## src/rtl/iss_pkg.sv

```systemverilog
package iss_pkg;

    // ************************************************************
    // Register map
    // ************************************************************
    localparam logic [7:0] ISS_STATUS_ADDR = 8'h11;
    localparam logic [7:0] ISS_CONTROL_ADDR = 8'h12;
    localparam logic [7:0] ISS_CONTROL_RESET = 8'h01;

    // ************************************************************
    // Status field positions
    // ************************************************************
    localparam int ISS_ST_HSYNC_ACT = 7;
    localparam int ISS_ST_GREEN_ACT = 6;
    localparam int ISS_ST_VSYNC_ACT = 5;
    localparam int ISS_ST_LINK_ACT = 4;
    localparam int ISS_ST_INTERFACE_CHOICE = 3;
    localparam int ISS_ST_HSYNC_CHOICE = 2;
    localparam int ISS_ST_VSYNC_CHOICE = 1;

    // ************************************************************
    // Control field positions
    // ************************************************************
    localparam int ISS_CT_INTERFACE_OVERRIDE = 7;
    localparam int ISS_CT_INTERFACE_PRIORITY = 6;
    localparam int ISS_CT_HSYNC_OVERRIDE = 5;
    localparam int ISS_CT_HSYNC_PRIORITY = 4;
    localparam int ISS_CT_VSYNC_OVERRIDE = 3;
    localparam int ISS_CT_VSYNC_SELECT = 2;
    localparam int ISS_CT_COAST_SELECT = 1;
    localparam int ISS_CT_POWER_ON = 0;

    // ************************************************************
    // Timing
    // ************************************************************
    localparam int ISS_CLK_PERIOD_NS = 40;
    localparam int ISS_ACT_WINDOW_NS = 100000;
    localparam int ISS_ACT_WINDOW_CYCLES =
        (ISS_ACT_WINDOW_NS / ISS_CLK_PERIOD_NS < 1) ? 1 :
        ISS_ACT_WINDOW_NS / ISS_CLK_PERIOD_NS;
    localparam int ISS_WINDOW_W = 12;

    // ************************************************************
    // Carriers
    // ************************************************************
    typedef struct packed {
        logic hsync;
        logic greenEmbeddedSync;
        logic vsync;
        logic linkClock;
    } iss_sync_in_t;

    typedef struct packed {
        logic [7:0] addr;
        logic [7:0] wdata;
        logic write;
        logic read;
    } iss_bus_req_t;

    typedef struct packed {
        logic interfaceChoice;
        logic hsyncChoice;
        logic vsyncChoice;
        logic seekMode;
        logic powerOn;
        logic hsyncSelected;
        logic vsyncSelected;
        logic coastSelected;
    } iss_sel_out_t;

    typedef struct packed {
        iss_sync_in_t prevIn;
        logic [3:0] seen;
        logic [3:0] activity;
        logic [ISS_WINDOW_W-1:0] windowCount;
        logic [7:0] control;
        logic [7:0] rdata;
        iss_sel_out_t sel;
    } iss_state_t;

endpackage : iss_pkg

```

## src/rtl/iss_source_select.sv

```systemverilog
// What this block does
// Status bit 4 reports link clock activity.
// Analog seen if bits 7-5; digital bit 4.
// Auto interface choice from detectors, priority.
// Interface override forces choice to priority.
// Interface choice: 0 analog, 1 digital.
// Auto hsync choice from bits 7,6, priority.
// Hsync override forces choice to bit 4.
// Hsync choice: 0 pin, 1 green sync.
// Auto vsync choice equals vsync detect.
// Vsync override forces choice to bit 2.
// Vsync choice: 0 pin, 1 separator.
// Interface override resets to zero.
// Interface priority resets zero, 0 analog.
// Hsync override resets zero, automatic.
// Hsync priority resets zero, 0 pin.
// Vsync override resets zero, automatic.
// Vsync select resets zero, 0 pin.
// Coast select: 0 coast pin, 1 vsync.
// Status bits 7,6,5 report sync activity.
// Constant level not reported active, except one held high out of reset.
// Selections re-evaluated every cycle.
module iss_source_select
    import iss_pkg::*;
#(
    parameter int unsigned WINDOW_CYCLES = ISS_ACT_WINDOW_CYCLES
)
(
    input wire logic sys_clk,
    input wire logic reset,
    input wire iss_sync_in_t syncIn,
    input wire logic sepVsyncIn,
    input wire logic coastIn,
    input wire iss_bus_req_t busReq,
    output iss_bus_req_t unusedReq,
    output logic [7:0] readData,
    output iss_sel_out_t selOut
);

    iss_state_t s;
    iss_state_t next_s;

    logic [3:0] edges;
    logic analogDetect;
    logic digitalDetect;
    logic ifOvr;
    logic ifPri;
    logic hsOvr;
    logic hsPri;
    logic vsOvr;
    logic vsSel;
    logic vsyncNow;

    assign unusedReq = '0;

    // ************************************************************
    // Next-state logic
    // ************************************************************
    always_comb
    begin
        next_s = s;
        next_s.rdata = 8'h00;
        // A level held low gives no edge; one held high gives one edge after reset, as prevIn resets to 0.
        edges = 4'(syncIn ^ s.prevIn);
        next_s.prevIn = syncIn;

        // Edges seen in the closing cycle count for the next window
        // too, so an event at the boundary is never lost.
        if (s.windowCount == ISS_WINDOW_W'(WINDOW_CYCLES - 1))
        begin
            next_s.windowCount = '0;
            next_s.activity = s.seen | edges;
            next_s.seen = edges;
        end
        else
        begin
            next_s.windowCount = s.windowCount + ISS_WINDOW_W'(1);
            next_s.seen = s.seen | edges;
        end

        ifOvr = s.control[ISS_CT_INTERFACE_OVERRIDE];
        ifPri = s.control[ISS_CT_INTERFACE_PRIORITY];
        hsOvr = s.control[ISS_CT_HSYNC_OVERRIDE];
        hsPri = s.control[ISS_CT_HSYNC_PRIORITY];
        vsOvr = s.control[ISS_CT_VSYNC_OVERRIDE];
        vsSel = s.control[ISS_CT_VSYNC_SELECT];

        analogDetect = |s.activity[3:1];
        digitalDetect = s.activity[0];

        // Choices follow detectors and control every cycle.
        next_s.sel.seekMode = 1'b0;
        if (ifOvr)
        begin
            next_s.sel.interfaceChoice = ifPri;
        end
        else if (analogDetect && digitalDetect)
        begin
            next_s.sel.interfaceChoice = ifPri;
        end
        else if (digitalDetect)
        begin
            next_s.sel.interfaceChoice = 1'b1;
        end
        else if (analogDetect)
        begin
            next_s.sel.interfaceChoice = 1'b0;
        end
        else
        begin
            // Seek mode keeps the last choice rather than flapping.
            next_s.sel.seekMode = 1'b1;
        end

        if (hsOvr || (s.activity[3] == s.activity[2]))
        begin
            next_s.sel.hsyncChoice = hsPri;
        end
        else
        begin
            next_s.sel.hsyncChoice = s.activity[2];
        end

        if (vsOvr)
        begin
            next_s.sel.vsyncChoice = vsSel;
        end
        else
        begin
            next_s.sel.vsyncChoice = s.activity[1];
        end

        next_s.sel.hsyncSelected = s.sel.hsyncChoice ?
            syncIn.greenEmbeddedSync : syncIn.hsync;
        vsyncNow = s.sel.vsyncChoice ? sepVsyncIn : syncIn.vsync;
        next_s.sel.vsyncSelected = vsyncNow;
        next_s.sel.coastSelected = s.control[ISS_CT_COAST_SELECT] ?
            vsyncNow : coastIn;
        next_s.sel.powerOn = s.control[ISS_CT_POWER_ON];

        // ********************************************************
        // Register port
        // ********************************************************
        if (busReq.write && busReq.addr == ISS_CONTROL_ADDR)
        begin
            next_s.control = busReq.wdata;
        end
        if (busReq.read)
        begin
            unique case (busReq.addr)
                ISS_STATUS_ADDR:
                begin
                    next_s.rdata = {s.activity,
                        s.sel.interfaceChoice, s.sel.hsyncChoice,
                        s.sel.vsyncChoice, 1'b0};
                end
                ISS_CONTROL_ADDR:
                begin
                    next_s.rdata = s.control;
                end
                default:
                begin
                    next_s.rdata = 8'h00;
                end
            endcase
        end
    end

    // ************************************************************
    // State register
    // ************************************************************
    always_ff @(posedge sys_clk or posedge reset)
    begin
        if (reset)
        begin
            s <= '0;
            s.control <= ISS_CONTROL_RESET;
            s.sel.powerOn <= 1'b1;
        end
        else
        begin
            s <= next_s;
        end
    end

    assign readData = s.rdata;
    assign selOut = s.sel;

endmodule : iss_source_select

```

## config.mk

```make
export PLATFORM = sky130hd
export DESIGN_NAME = iss_source_select
export DESIGN_NICKNAME = d
export VERILOG_FILES = /design/src/rtl/iss_pkg.sv /design/src/rtl/iss_source_select.sv
export SDC_FILE = /design/constraint.sdc
export NUM_CORES = 1
export LEC_CHECK = 0
export BUFFER_PORTS_ARGS = -buffer_cell sky130_fd_sc_hd__buf_2
export CAP_MARGIN = 20
export CORE_AREA = 2 2 77 79
export CTS_CLUSTER_SIZE = 28
export DETAILED_ROUTE_END_ITERATION = 8
export DIE_AREA = 0 0 79 81
export GPL_ROUTABILITY_DRIVEN = 0
export PLACE_DENSITY = 0.7
export SYNTH_ARGS = -nofsm -noshare
export SYNTH_HDL_FRONTEND = slang
export SYNTH_SLANG_ARGS = --single-unit
```

## constraint.sdc

```tcl
create_clock -name sys_clk -period 5.4 [get_ports sys_clk]
set_input_delay 0.27 -clock sys_clk [delete_from_list [all_inputs] [get_ports sys_clk]]
set_output_delay 0.27 -clock sys_clk [all_outputs]
set_load 0.05 [all_outputs]
```

### Word level (Yosys, flattened, before mapping)

Cells that the tools add are included.

* add/sub/neg operators: 1
* equality and inequality tests: 4
* mux-type cells: 17
* bitwise logic cells: 2
* reductions and logical operators: 5

Operator list (number)
* equality test 8 x 5 -> 1 bit (second input constant): 2
* case mux 8 bit (2 select lines): 1
* two-way mux 1 bit: 13
* adder 12 x 1 -> 12 bit (second input constant): 1
* equality test 12 bit (second input constant): 1
* two-way mux 12 bit: 1
* two-way mux 8 bit: 1
* two-way mux 4 bit: 1
* bitwise OR 4 bit: 1
* nonzero test 4 bit: 1
* XOR 4 bit: 1
* OR reduction 3 bit: 1
* logical AND 1 bit: 2
* equality test 1 bit: 1
* logical OR 1 bit: 1

* bits in registers: 48
* input port bits: 26
* word-level logic and storage cells: 46

### Depth between registers and ports, before layout

Gate-level depths: netlist of run 1.

* depth in word-level cells: 5
* mapped depth: 6
* mapped depth without buffers: 4

### Least setup slack after synthesis of run 1

OpenSTA, ideal clock, no wires.

* path type: register to register
* from: register s[24] (netlist bit)
* to: register s[40] (netlist bit)
* setup time: 118 ps
* arrival: 1776 ps
* data required time: 5282 ps
* setup slack: 3506 ps
* stages on the path, launching flop included: 7
* path through: dfrtp_1 ha_1 or4b_1 buf_2 or3_1 buf_2 a21o_1

RTL lines
* start, declared: line iss_source_select.sv:40 `iss_state_t s;`
* start signal, assigned: line iss_source_select.sv:182 `s <= next_s;`

==> impl_summary.md, run 1 <==
Finish
The proportion of layout cells with a drive suffix above 1 is ~30%. Measured on the finished design, the core utilization comes to a little over two fifths. The count of filler cells inserted in the layout is 544. The number of antenna cells inserted is 0. For this run, the post-layout net count is roughly 250. The signed area change from the synthesized netlist to the final layout is 9.21%.

Timing
Setup repair after global routing left no endpoint under its margin. The final critical delay including setup and external delays is ~2 ns. The final-report hold violation count came to 0. The count of final max-slew check failures is 0. The worst-case clock skew is approximately 0.0085 ns.

Headroom to the max-slew limit came out at around 36%. The final total negative setup slack is 0 ns. Setup violations remaining at the end of the flow were counted as 0. The final critical path takes up between 30% and 40% of the cycle. The minimum setup slack in the final design is roughly 3.4 ns. At the pin with the least slew margin, the transition time is about 0.96 ns. The highest clock frequency the design can meet is just under 500 MHz.

Floorplanning
The initial cell density of the core is 38.5%. In this run the standard cell core region covers roughly 0.0057 sq mm. The total number of placement rows is 28.

The overall die width is ~80 um. The die outline area is approximately 0.0064 sq mm. The I/O pin count is 60.

The floorplan step set the die height to roughly 81 um.

Synth
The most used flip-flop cell after synthesis is sky130_fd_sc_hd__dfrtp_1. In this run, synthesis inferred 0 flip-flops with an integrated enable. The proportion of netlist area held by the largest area contributor is between 50% and 60%. Sorting the synthesized cells by area gives the leading types as sky130_fd_sc_hd__dfrtp_1 (53%), sky130_fd_sc_hd__buf_4 (12%), sky130_fd_sc_hd__mux2_2 (6.2%). Summing every instance area after synthesis gives about 0.0022 sq mm. Sequential cells were found to cover between 50% and 60% of the synthesized design area.

The cell taking the most area after synthesis is sky130_fd_sc_hd__dfrtp_1. The async set-reset flop share out of synthesis is between 90% and 100%. The post-synthesis register bit count is 48. After synthesis, the netlist uses 33 different library cells. The average cell area after synthesis is about 11 sq um.

In the synthesized netlist, the number of instances is a little under 200. For this run, the number of Yosys warnings is 0.

Critical path
The kind of end point of the critical path is a flip-flop. In this run the worst setup path begins at s[24]$_DFF_PP0_. The worst flop-to-flop path startpoint is s[24]$_DFF_PP0_. The signal arrival time at the worst endpoint is roughly 2.2 ns. The path type of the worst setup path is reg2reg. For flop-to-flop paths, the worst setup slack is 3.38 ns.

The endpoint identified for the worst register-to-register timing path is s[40]$_DFF_PP0_. The worst setup path is launched from a flip-flop. The required time at the worst-slack endpoint is roughly 5.6 ns. The number of cells on the worst reg-to-reg path is 4. The critical path capture point is s[40]$_DFF_PP0_. Along the worst path, the maximum fanout reaches 8.

CTS
For this design, the CTS-stage hold fixing added 0 buffers. The number of gates resized after CTS was 0. The library cell used as clock root buffer is sky130_fd_sc_hd__clkbuf_8. For this design, the sink count on the clock tree is 48. The TritonCTS buffer count is 5. TritonCTS built the clock tree.

Clock latency on the worst-skew pair, taken at its later pin, is about 0.30 ns. The largest buffer count on any clock path is 2. The number of setup buffers added after CTS is 0. The H-tree generated during clock tree synthesis spans 2 levels. The clock transition at the register clock pins on the worst setup and hold paths after CTS is 0.09 ns.

Detailed routing
The number of antenna-violating nets in the routed design is 0. For this block, the initial DRC count from the detailed router was 57. The detailed-route vias per instance is between 4 and 5. In the final routed layout, each cell accounts on average for between 10 and 15 um. The total number of vias is 1384.

The first detailed-routing pass took 4 iterations. The final wirelength is 3580 um. After detailed routing, the number of remaining DRC violations is 0.

Job
The max-capacitance violation count is 0.

Power and ir drop
Of the total power, combinational logic draws around a tenth. Of the total power, the share spent switching nets is 25.8%. The net switching power is roughly 0.18 mW. The power density normalized to cell area is slightly below 300 mW/mm^2.

The power share of the clock group is between 30 and 40%. IR analysis of the VDD net gives a maximum drop of around 120 uV. The leakage power summed over all cells is between 1 and 1.5 nW. Internal power comes to 0.522 mW. Overall power consumption after layout is estimated at approximately 0.7 mW.

The sequential share of power is between 50% and 60%.

Placed design
In this run the tool buffered the top-level ports with about 40 buffer cells. Timing analysis after detailed placement gives a worst setup slack of ~3.4 ns. After legalization and detailed placement, the total HPWL measured approximately 2600 um.

Worst hold path
The startpoint identified for the worst hold timing path is syncIn[0]. The type of the most critical hold path is in2reg.

Global routing
The first global-routing pass estimated between 5000 and 6000 um of wire. The initial antenna violation count is 0. The number of global-route vias before repair is between 1000 and 1500. The largest net degree at the start of global routing is between 40 and 50. The overall global routing resource usage is approximately an eighth. The total congestion overflow after global routing is 0.

Run status
The run finished with clean final reports.
## worst min path at each step
stage	to	slack [ns]	cells after the start
6_report	s[44]$_DFF_PP0_	0.1	1
4_1_cts	s[44]$_DFF_PP0_	0.09	1
3_3_place_gp	selOut[3]$_DFF_PP1_	0.37	0
3_5_place_dp	selOut[3]$_DFF_PP1_	0.37	0
5_1_grt	s[44]$_DFF_PP0_	0.08	1
2_1_floorplan	s[44]$_DFF_PP0_	0.30	0
## synth_stat cells, types with 2 or more instances
library cell	n
sky130_fd_sc_hd__clkbuf_1	2
sky130_fd_sc_hd__nand3_1	5
sky130_fd_sc_hd__a22oi_1	7
sky130_fd_sc_hd__nor2b_1	2
sky130_fd_sc_hd__buf_4	34
sky130_fd_sc_hd__a21o_1	4
sky130_fd_sc_hd__o21ai_0	4
sky130_fd_sc_hd__mux2_2	12
sky130_fd_sc_hd__xnor2_1	4
sky130_fd_sc_hd__a21oi_1	3
sky130_fd_sc_hd__nor3_1	2
sky130_fd_sc_hd__buf_2	3
sky130_fd_sc_hd__nand2_1	6
sky130_fd_sc_hd__o21ai_1	3
sky130_fd_sc_hd__nand4_1	3
sky130_fd_sc_hd__dfrtp_1	46
sky130_fd_sc_hd__or4_1	2
sky130_fd_sc_hd__xor2_1	6
sky130_fd_sc_hd__or3_1	4
sky130_fd_sc_hd__nor2_1	18
sky130_fd_sc_hd__o31ai_1	6
sky130_fd_sc_hd__or4b_1	2
sky130_fd_sc_hd__inv_1	4
sky130_fd_sc_hd__dfstp_2	2
## worst max-delay path: stages (launching register included)
cell and delay [ns]:
sky130_fd_sc_hd__dfrtp_1 0.41, sky130_fd_sc_hd__ha_1 0.23, sky130_fd_sc_hd__or4b_1 0.56, sky130_fd_sc_hd__or3_1 0.48
sky130_fd_sc_hd__a21o_1 0.22
## metrics by stage
step                      instances  hold slack (ns)  instance area [sq um]
final                           295           0.0973                   2390
after global routing            295           0.0846                   2390
after CTS                       295           0.0871                   2390
after detailed placement        287            0.370                   2270
after global placement          287            0.368                   2270
after floorplan                 210            0.301                   2250
## cell usage in the layout, fill, tap and decap left out, drive strengths merged, types with 6 or more instances in the layout
master,synthesis,final
o31ai,6,6
nor2,18,18
nand2,6,6
dfrtp,46,46
xor2,6,6
buf,37,41
conb,1,18
o21ai,7,7
mux2,12,12
a22oi,7,7
## power by group through the flow
stage | Combinational [mW] | Clock, mW | Sequential, mW
detailed placement | 0.0706 | 0 | 0.379
CTS | 0.0707 | 0.272 | 0.372
global route | 0.0761 | 0.289 | 0.373
floorplan | 0.0688 | 0 | 0.377
finish | 0.0695 | 0.262 | 0.372
global placement | 0.0704 | 0 | 0.379
## layer usage
| layer | wire length (um) | GRT usage [%] |
|---|---|---|
| met3 | 222 | 4.78 |
| met1 | 1550 | 14.0 |
| met4 | 55 | 4.48 |
| met2 | 1760 | 19.6 |
| met5 | 0 | 0 |
## cell families (layout without fill, tap and decap cells)
| kind of cell | Yosys count | in the layout | share of synthesized area [%] |
|---|---|---|---|
| other | 1 | 18 | 0.171 |
| DFF | 48 | 48 | 55.0 |
| buffers and inverters | 43 | 53 | 13.4 |
| xor gates and xnor gates | 10 | 10 | 4.00 |
| AOI/OAI and AO/OA | 29 | 29 | 8.87 |
| muxes | 13 | 13 | 6.64 |
| adders and majority gates | 1 | 1 | 0.572 |
| and+or+nand+nor | 48 | 48 | 11.3 |
## layout make-up
class                           instances  area, sq um  share of cell area (%)
Timing Repair Buffer                   41          205                    8.59
Multi-Input combinational cell        119          754                    31.6
Clock inverter                          3         47.5                    1.99
Tap cell                               75         93.8                    3.93
Inverter                                4         15.0                   0.629
Sequential cell                        48         1200                    50.4
Clock buffer                            5         68.8                    2.88
## state kept, by name, indices dropped and copies added (netlist names)
name,count
hsOvr,1
hsPri,1
readData,8
digitalDetect,1
next_s,1
ifOvr,1
selOut,8
ifPri,1
s,26
No activity file was read; power rests on OpenSTA's default activity.
==> inputs of run 2 (changes only) <==
--- a/config.mk
+++ b/config.mk
@@ -5,14 +5,15 @@
 export SDC_FILE = /design/constraint.sdc
 export NUM_CORES = 1
 export LEC_CHECK = 0
+export ABC_AREA = 1
 export BUFFER_PORTS_ARGS = -buffer_cell sky130_fd_sc_hd__buf_2
 export CAP_MARGIN = 20
-export CORE_AREA = 2 2 77 79
+export CORE_AREA = 2 2 82 84
 export CTS_CLUSTER_SIZE = 28
 export DETAILED_ROUTE_END_ITERATION = 8
-export DIE_AREA = 0 0 79 81
+export DIE_AREA = 0 0 84 86
 export GPL_ROUTABILITY_DRIVEN = 0
-export PLACE_DENSITY = 0.7
+export PLACE_DENSITY = 0.69
 export SYNTH_ARGS = -nofsm -noshare
 export SYNTH_HDL_FRONTEND = slang
 export SYNTH_SLANG_ARGS = --single-unit
==> constraint.sdc (replaced) <==
create_clock -name sys_clk -period 2.1 [get_ports sys_clk]
set_input_delay 0.105 -clock sys_clk [delete_from_list [all_inputs] [get_ports sys_clk]]
set_output_delay 0.105 -clock sys_clk [all_outputs]
set_load 0.05 [all_outputs]
==> impl_summary.md, run 2 <==
Finish
The proportion of layout cells with a drive suffix above 1 is 23.1% (was 29.5%). The number of antenna cells inserted is 0 (unchanged). The sequential cell area is 0.00120 sq mm (unchanged). The combined area of the multi-input logic cells came to 900 sq um (was 754 sq um). Most frequent cells in the layout: sky130_fd_sc_hd__nand2_1 (67), sky130_fd_sc_hd__dfrtp_1 (46), sky130_fd_sc_hd__buf_2 (41) (was sky130_fd_sc_hd__dfrtp_1 (46), sky130_fd_sc_hd__buf_2 (41), sky130_fd_sc_hd__nor2_1 (18), sky130_fd_sc_hd__conb_1 (18), sky130_fd_sc_hd__mux2_2 (12)). The number of flip-flops under the largest register name is 26 (unchanged). The count of filler cells inserted in the layout is 613 (was 544).

The finished layout cell area came to 0.00275 sq mm (was 0.00239 sq mm). The register containing the most flip-flops in the final layout is s (unchanged). The commonest non-fill, non-tap cell in the layout is sky130_fd_sc_hd__nand2_1 (was sky130_fd_sc_hd__dfrtp_1). The total number of nets in the final design was 346 (was 246). The signed area change from the synthesized netlist to the final layout is 11.1% (was 9.21%).

CTS
The clock latency reported for the late side of the worst-skew pair is 0.31 ns (was 0.30 ns). The TritonCTS buffer count came to 5 (unchanged). The clock transition at the register clock pins on the worst setup and hold paths after CTS is 0.09 ns (about the same). The TritonCTS sink count came to 48 (unchanged). The post-CTS setup-driven buffer insertion count was 0 (unchanged). The largest buffer count on any clock path came to 2 (unchanged). The number of levels in the clock H-tree is 2 (unchanged). The library cell used as clock root buffer is sky130_fd_sc_hd__clkbuf_8 (unchanged).

The clock tree from TritonCTS is yes (unchanged).

Power and ir drop
The power share of the clock group was 40.7% (was 37.3%). The switching power as a share of total power was 24.8% (was 25.8%). The sequential share of power is 48.9% (was 52.8%). The leakage power summed over all cells was 1.49 nW (was 1.09 nW).

The net switching power is 0.484 mW (was 0.181 mW). The power density normalized to cell area is 710 mW/mm^2 (was 294 mW/mm^2). The internal power consumption is 1.47 mW (was 0.522 mW).

The worst supply voltage drop on vdd is 364 uV (was 119 uV). The combinational share of power was 10.4% (was 9.9%).

Timing
The transition time at the pin with the least slew margin is 0.579 ns (was 0.959 ns). RSZ-0062 raised after global routing: no (unchanged). The final total negative setup slack came to 0 ns (unchanged). The final-report hold violation count was 0 (unchanged).

The final critical delay including setup and external delays is 1.28 ns (was 2.02 ns). The count of final max-slew check failures came to 0 (unchanged). The highest clock frequency the design can meet is 779 MHz (was 496 MHz). The final critical-path share of the clock period is 61.1% (was 37.3%). The worst slew slack as a fraction of its limit was 61.4% (was 36.1%).

The setup-violating endpoint count in the final report is 0 (unchanged). The worst-case clock skew is 0.00862 ns (was 0.00854 ns).

Detailed routing
The final wirelength came to 4270 um (was 3580 um). The total number of vias is 1772 (was 1384). The routed length per placed instance was 10.7 um (was 12.1 um). The detailed router's first-iteration violation count is 124 (was 57). The total iterations of the first detailed-routing run is 4 (unchanged). The number of design rule violations left after detail routing is 0 (unchanged).

The number of antenna-violating nets in the routed design is 0 (unchanged). The detailed-route vias per instance is 4.46 (was 4.69).

Synth
The count of flip-flops with a built-in enable after synthesis is 0 (unchanged). The average cell area after synthesis came to 8.66 sq um (was 11.3 sq um). Most frequent cells after synthesis: sky130_fd_sc_hd__nand2_1 (67), sky130_fd_sc_hd__dfrtp_1 (46), sky130_fd_sc_hd__buf_4 (35), sky130_fd_sc_hd__inv_1 (31), sky130_fd_sc_hd__nor2_1 (20) (was sky130_fd_sc_hd__dfrtp_1 (46), sky130_fd_sc_hd__buf_4 (34), sky130_fd_sc_hd__nor2_1 (18), sky130_fd_sc_hd__mux2_2 (12), sky130_fd_sc_hd__a22oi_1 (7)). The count of yosys warnings during synthesis is 0 (unchanged). The proportion of netlist area held by the largest area contributor is 46.5% (was 52.6%).

The post-synthesis register bit count was 48 (unchanged). The cell taking the most area after synthesis is sky130_fd_sc_hd__dfrtp_1 (unchanged). The cell count after synthesis is 286 (was 193). The sequential element share of the synthesized area is 48.6% (was 55.0%). Leading post-synthesis cells by cell area: sky130_fd_sc_hd__dfrtp_1 (46%), sky130_fd_sc_hd__buf_4 (11%), sky130_fd_sc_hd__nand2_1 (10%) (was sky130_fd_sc_hd__dfrtp_1 (53%), sky130_fd_sc_hd__buf_4 (12%), sky130_fd_sc_hd__mux2_2 (6.2%)). The library cell with the highest instance count after synthesis is sky130_fd_sc_hd__nand2_1 (was sky130_fd_sc_hd__dfrtp_1). The netlist area before placement is 0.00248 sq mm (was 0.00219 sq mm). The predominant post-synthesis flop cell is sky130_fd_sc_hd__dfrtp_1 (unchanged). The async set-reset flop share out of synthesis is 100% (unchanged).

The unique cell type count in the Yosys netlist came to 31 (was 33).

Floorplanning
The overall die width is 84 um (was 79 um). The total number of placement rows came to 29 (was 28). The die outline area came to 0.00722 sq mm (was 0.00640 sq mm).

The initial cell density of the core is 39.4% (was 38.5%). The I/O pin count is 60 (unchanged). The area of the core is 0.00628 sq mm (was 0.00568 sq mm). The floorplan die height was 86 um (was 81 um).

Placed design
The post-placement cell area is 0.00256 sq mm (was 0.00227 sq mm). The half-perimeter wire length after detailed placement came to 3190 um (was 2640 um). The count of input and output buffers is 41 (unchanged).

Critical path
The required time at the worst-slack endpoint is 2.34 ns (was 5.60 ns). The largest fanout on the critical path is 5 (was 8). The signal arrival time at the worst endpoint is 1.52 ns (was 2.21 ns). The path type of the worst setup path is reg2reg (unchanged). The slowest cell on the critical path is sky130_fd_sc_hd__dfrtp_1 (was sky130_fd_sc_hd__or4b_1). Cell-by-cell listing of the critical path: ha_1, nand2_1, inv_1, nand2_2, clkinv_1, nand2_1, nand2_1, nor2_1 (was ha_1, or4b_1, or3_1, a21o_1).

The worst stage delay on the critical path is 0.42 ns (was 0.56 ns). The kind of end point of the critical path is a flip-flop (unchanged). The most frequent cell on the critical path is sky130_fd_sc_hd__nand2_1. The category of the worst setup path launch point is a flip-flop (unchanged).

The minimum setup slack among reg-to-reg paths is 0.82 ns (was 3.38 ns).

Global routing
The overall global routing resource usage is 12.5% (was 11.9%). The total congestion overflow after global routing came to 0 (unchanged). The first-pass GRT wire length is 7200 um (was 5840 um).

The initial antenna violation count is 0 (unchanged). The number of global-route vias before repair was 1598 (was 1280). The largest net degree at the start of global routing is 49 (unchanged).

Run status
Outcome: finished clean (unchanged).

Job
The max-capacitance violation count came to 0 (unchanged).

Worst hold path
The type of the most critical hold path was in2reg (unchanged).
==> run 2: kinds of logic after synthesis <==
logic type / count (synthesis) / synth area share [%]
AOI/OAI and AO/OA: 16 / 3.84
muxes: 2 / 0.909
other: 1 / 0.151
xor gates and xnor gates: 6 / 2.12
and+or+nand+nor: 135 / 26.2
buffers and inverters: 77 / 17.6
adders and majority gates: 1 / 0.505
DFF: 48 / 48.6
==> run 2: power groups by stage <==
stage / Sequential (mW) / Combinational, mW / Clock, mW
floorplan: 0.970 / 0.189 / 0
global placement: 0.973 / 0.196 / 0
detailed placement: 0.973 / 0.198 / 0
CTS: 0.955 / 0.205 / 0.817
global route: 0.958 / 0.221 / 0.851
finish: 0.955 / 0.203 / 0.796
==> run 2: final timing paths <==
| path | end | cells past startpoint | from |
|---|---|---|---|
| min in group asynchronous | selOut[4]$_DFF_PP0_ | 4 | reset |
| setup / recovery | s[32]$_DFF_PP0_ | 8 | s[24]$_DFF_PP0_ |
| setup reg to reg | s[32]$_DFF_PP0_ | 8 | s[24]$_DFF_PP0_ |
| hold reg to reg | selOut[3]$_DFF_PP1_ | 0 | next_s[3]$_DFFE_PP1P_ |
| max in group asynchronous | s[44]$_DFF_PP0_ | 4 | reset |
| hold / removal | next_s[3]$_DFFE_PP1P_ | 3 | busReq[2] |
==> run 2: metrics by stage <==
stage	utilization, %	total power [mW]	cells	hold WS, ns	setup WS [ns]
2_1_floorplan	-	1.16	303	0.136	0.854
6_report	43.8	1.95	397	0.0257	0.816
3_3_place_gp	40.8	1.17	384	0.245	0.849
4_1_cts	43.8	1.98	397	0.0158	0.809
5_1_grt	43.8	2.03	397	0.0314	0.677
3_5_place_dp	40.8	1.17	384	0.246	0.826
==> run 2: final cells by class <==
cell class | count | area share, %
multi-input combinational | 178 | 32.7
tap | 77 | 3.50
sequential | 48 | 43.8
clock buffer | 5 | 2.50
timing repair buffer | 48 | 9.83
inverter | 38 | 5.19
clock inverter | 3 | 2.50
==> run 2: critical path, delay by kind of cell, from the launching register on <==
kind          cells  cell delay, ns
fa+ha+maj         1            0.24
flops             1            0.42
buf+inv           2            0.14
simple gates      5            0.43
==> run 2: timing repair <==
action                                  4_1_cts  5_1_grt
gates resized for setup                       0        0
endpoints found under the setup margin        0        0
hold buffers                                  5        0
hold endpoints to repair                     50        0
==> run 2: routing by layer <==
metal	track usage, %	part of all wire (%)
met3	2.69	5.1
met5	0	0
met2	19.3	44
met1	16.7	49
met4	6.16	2.1
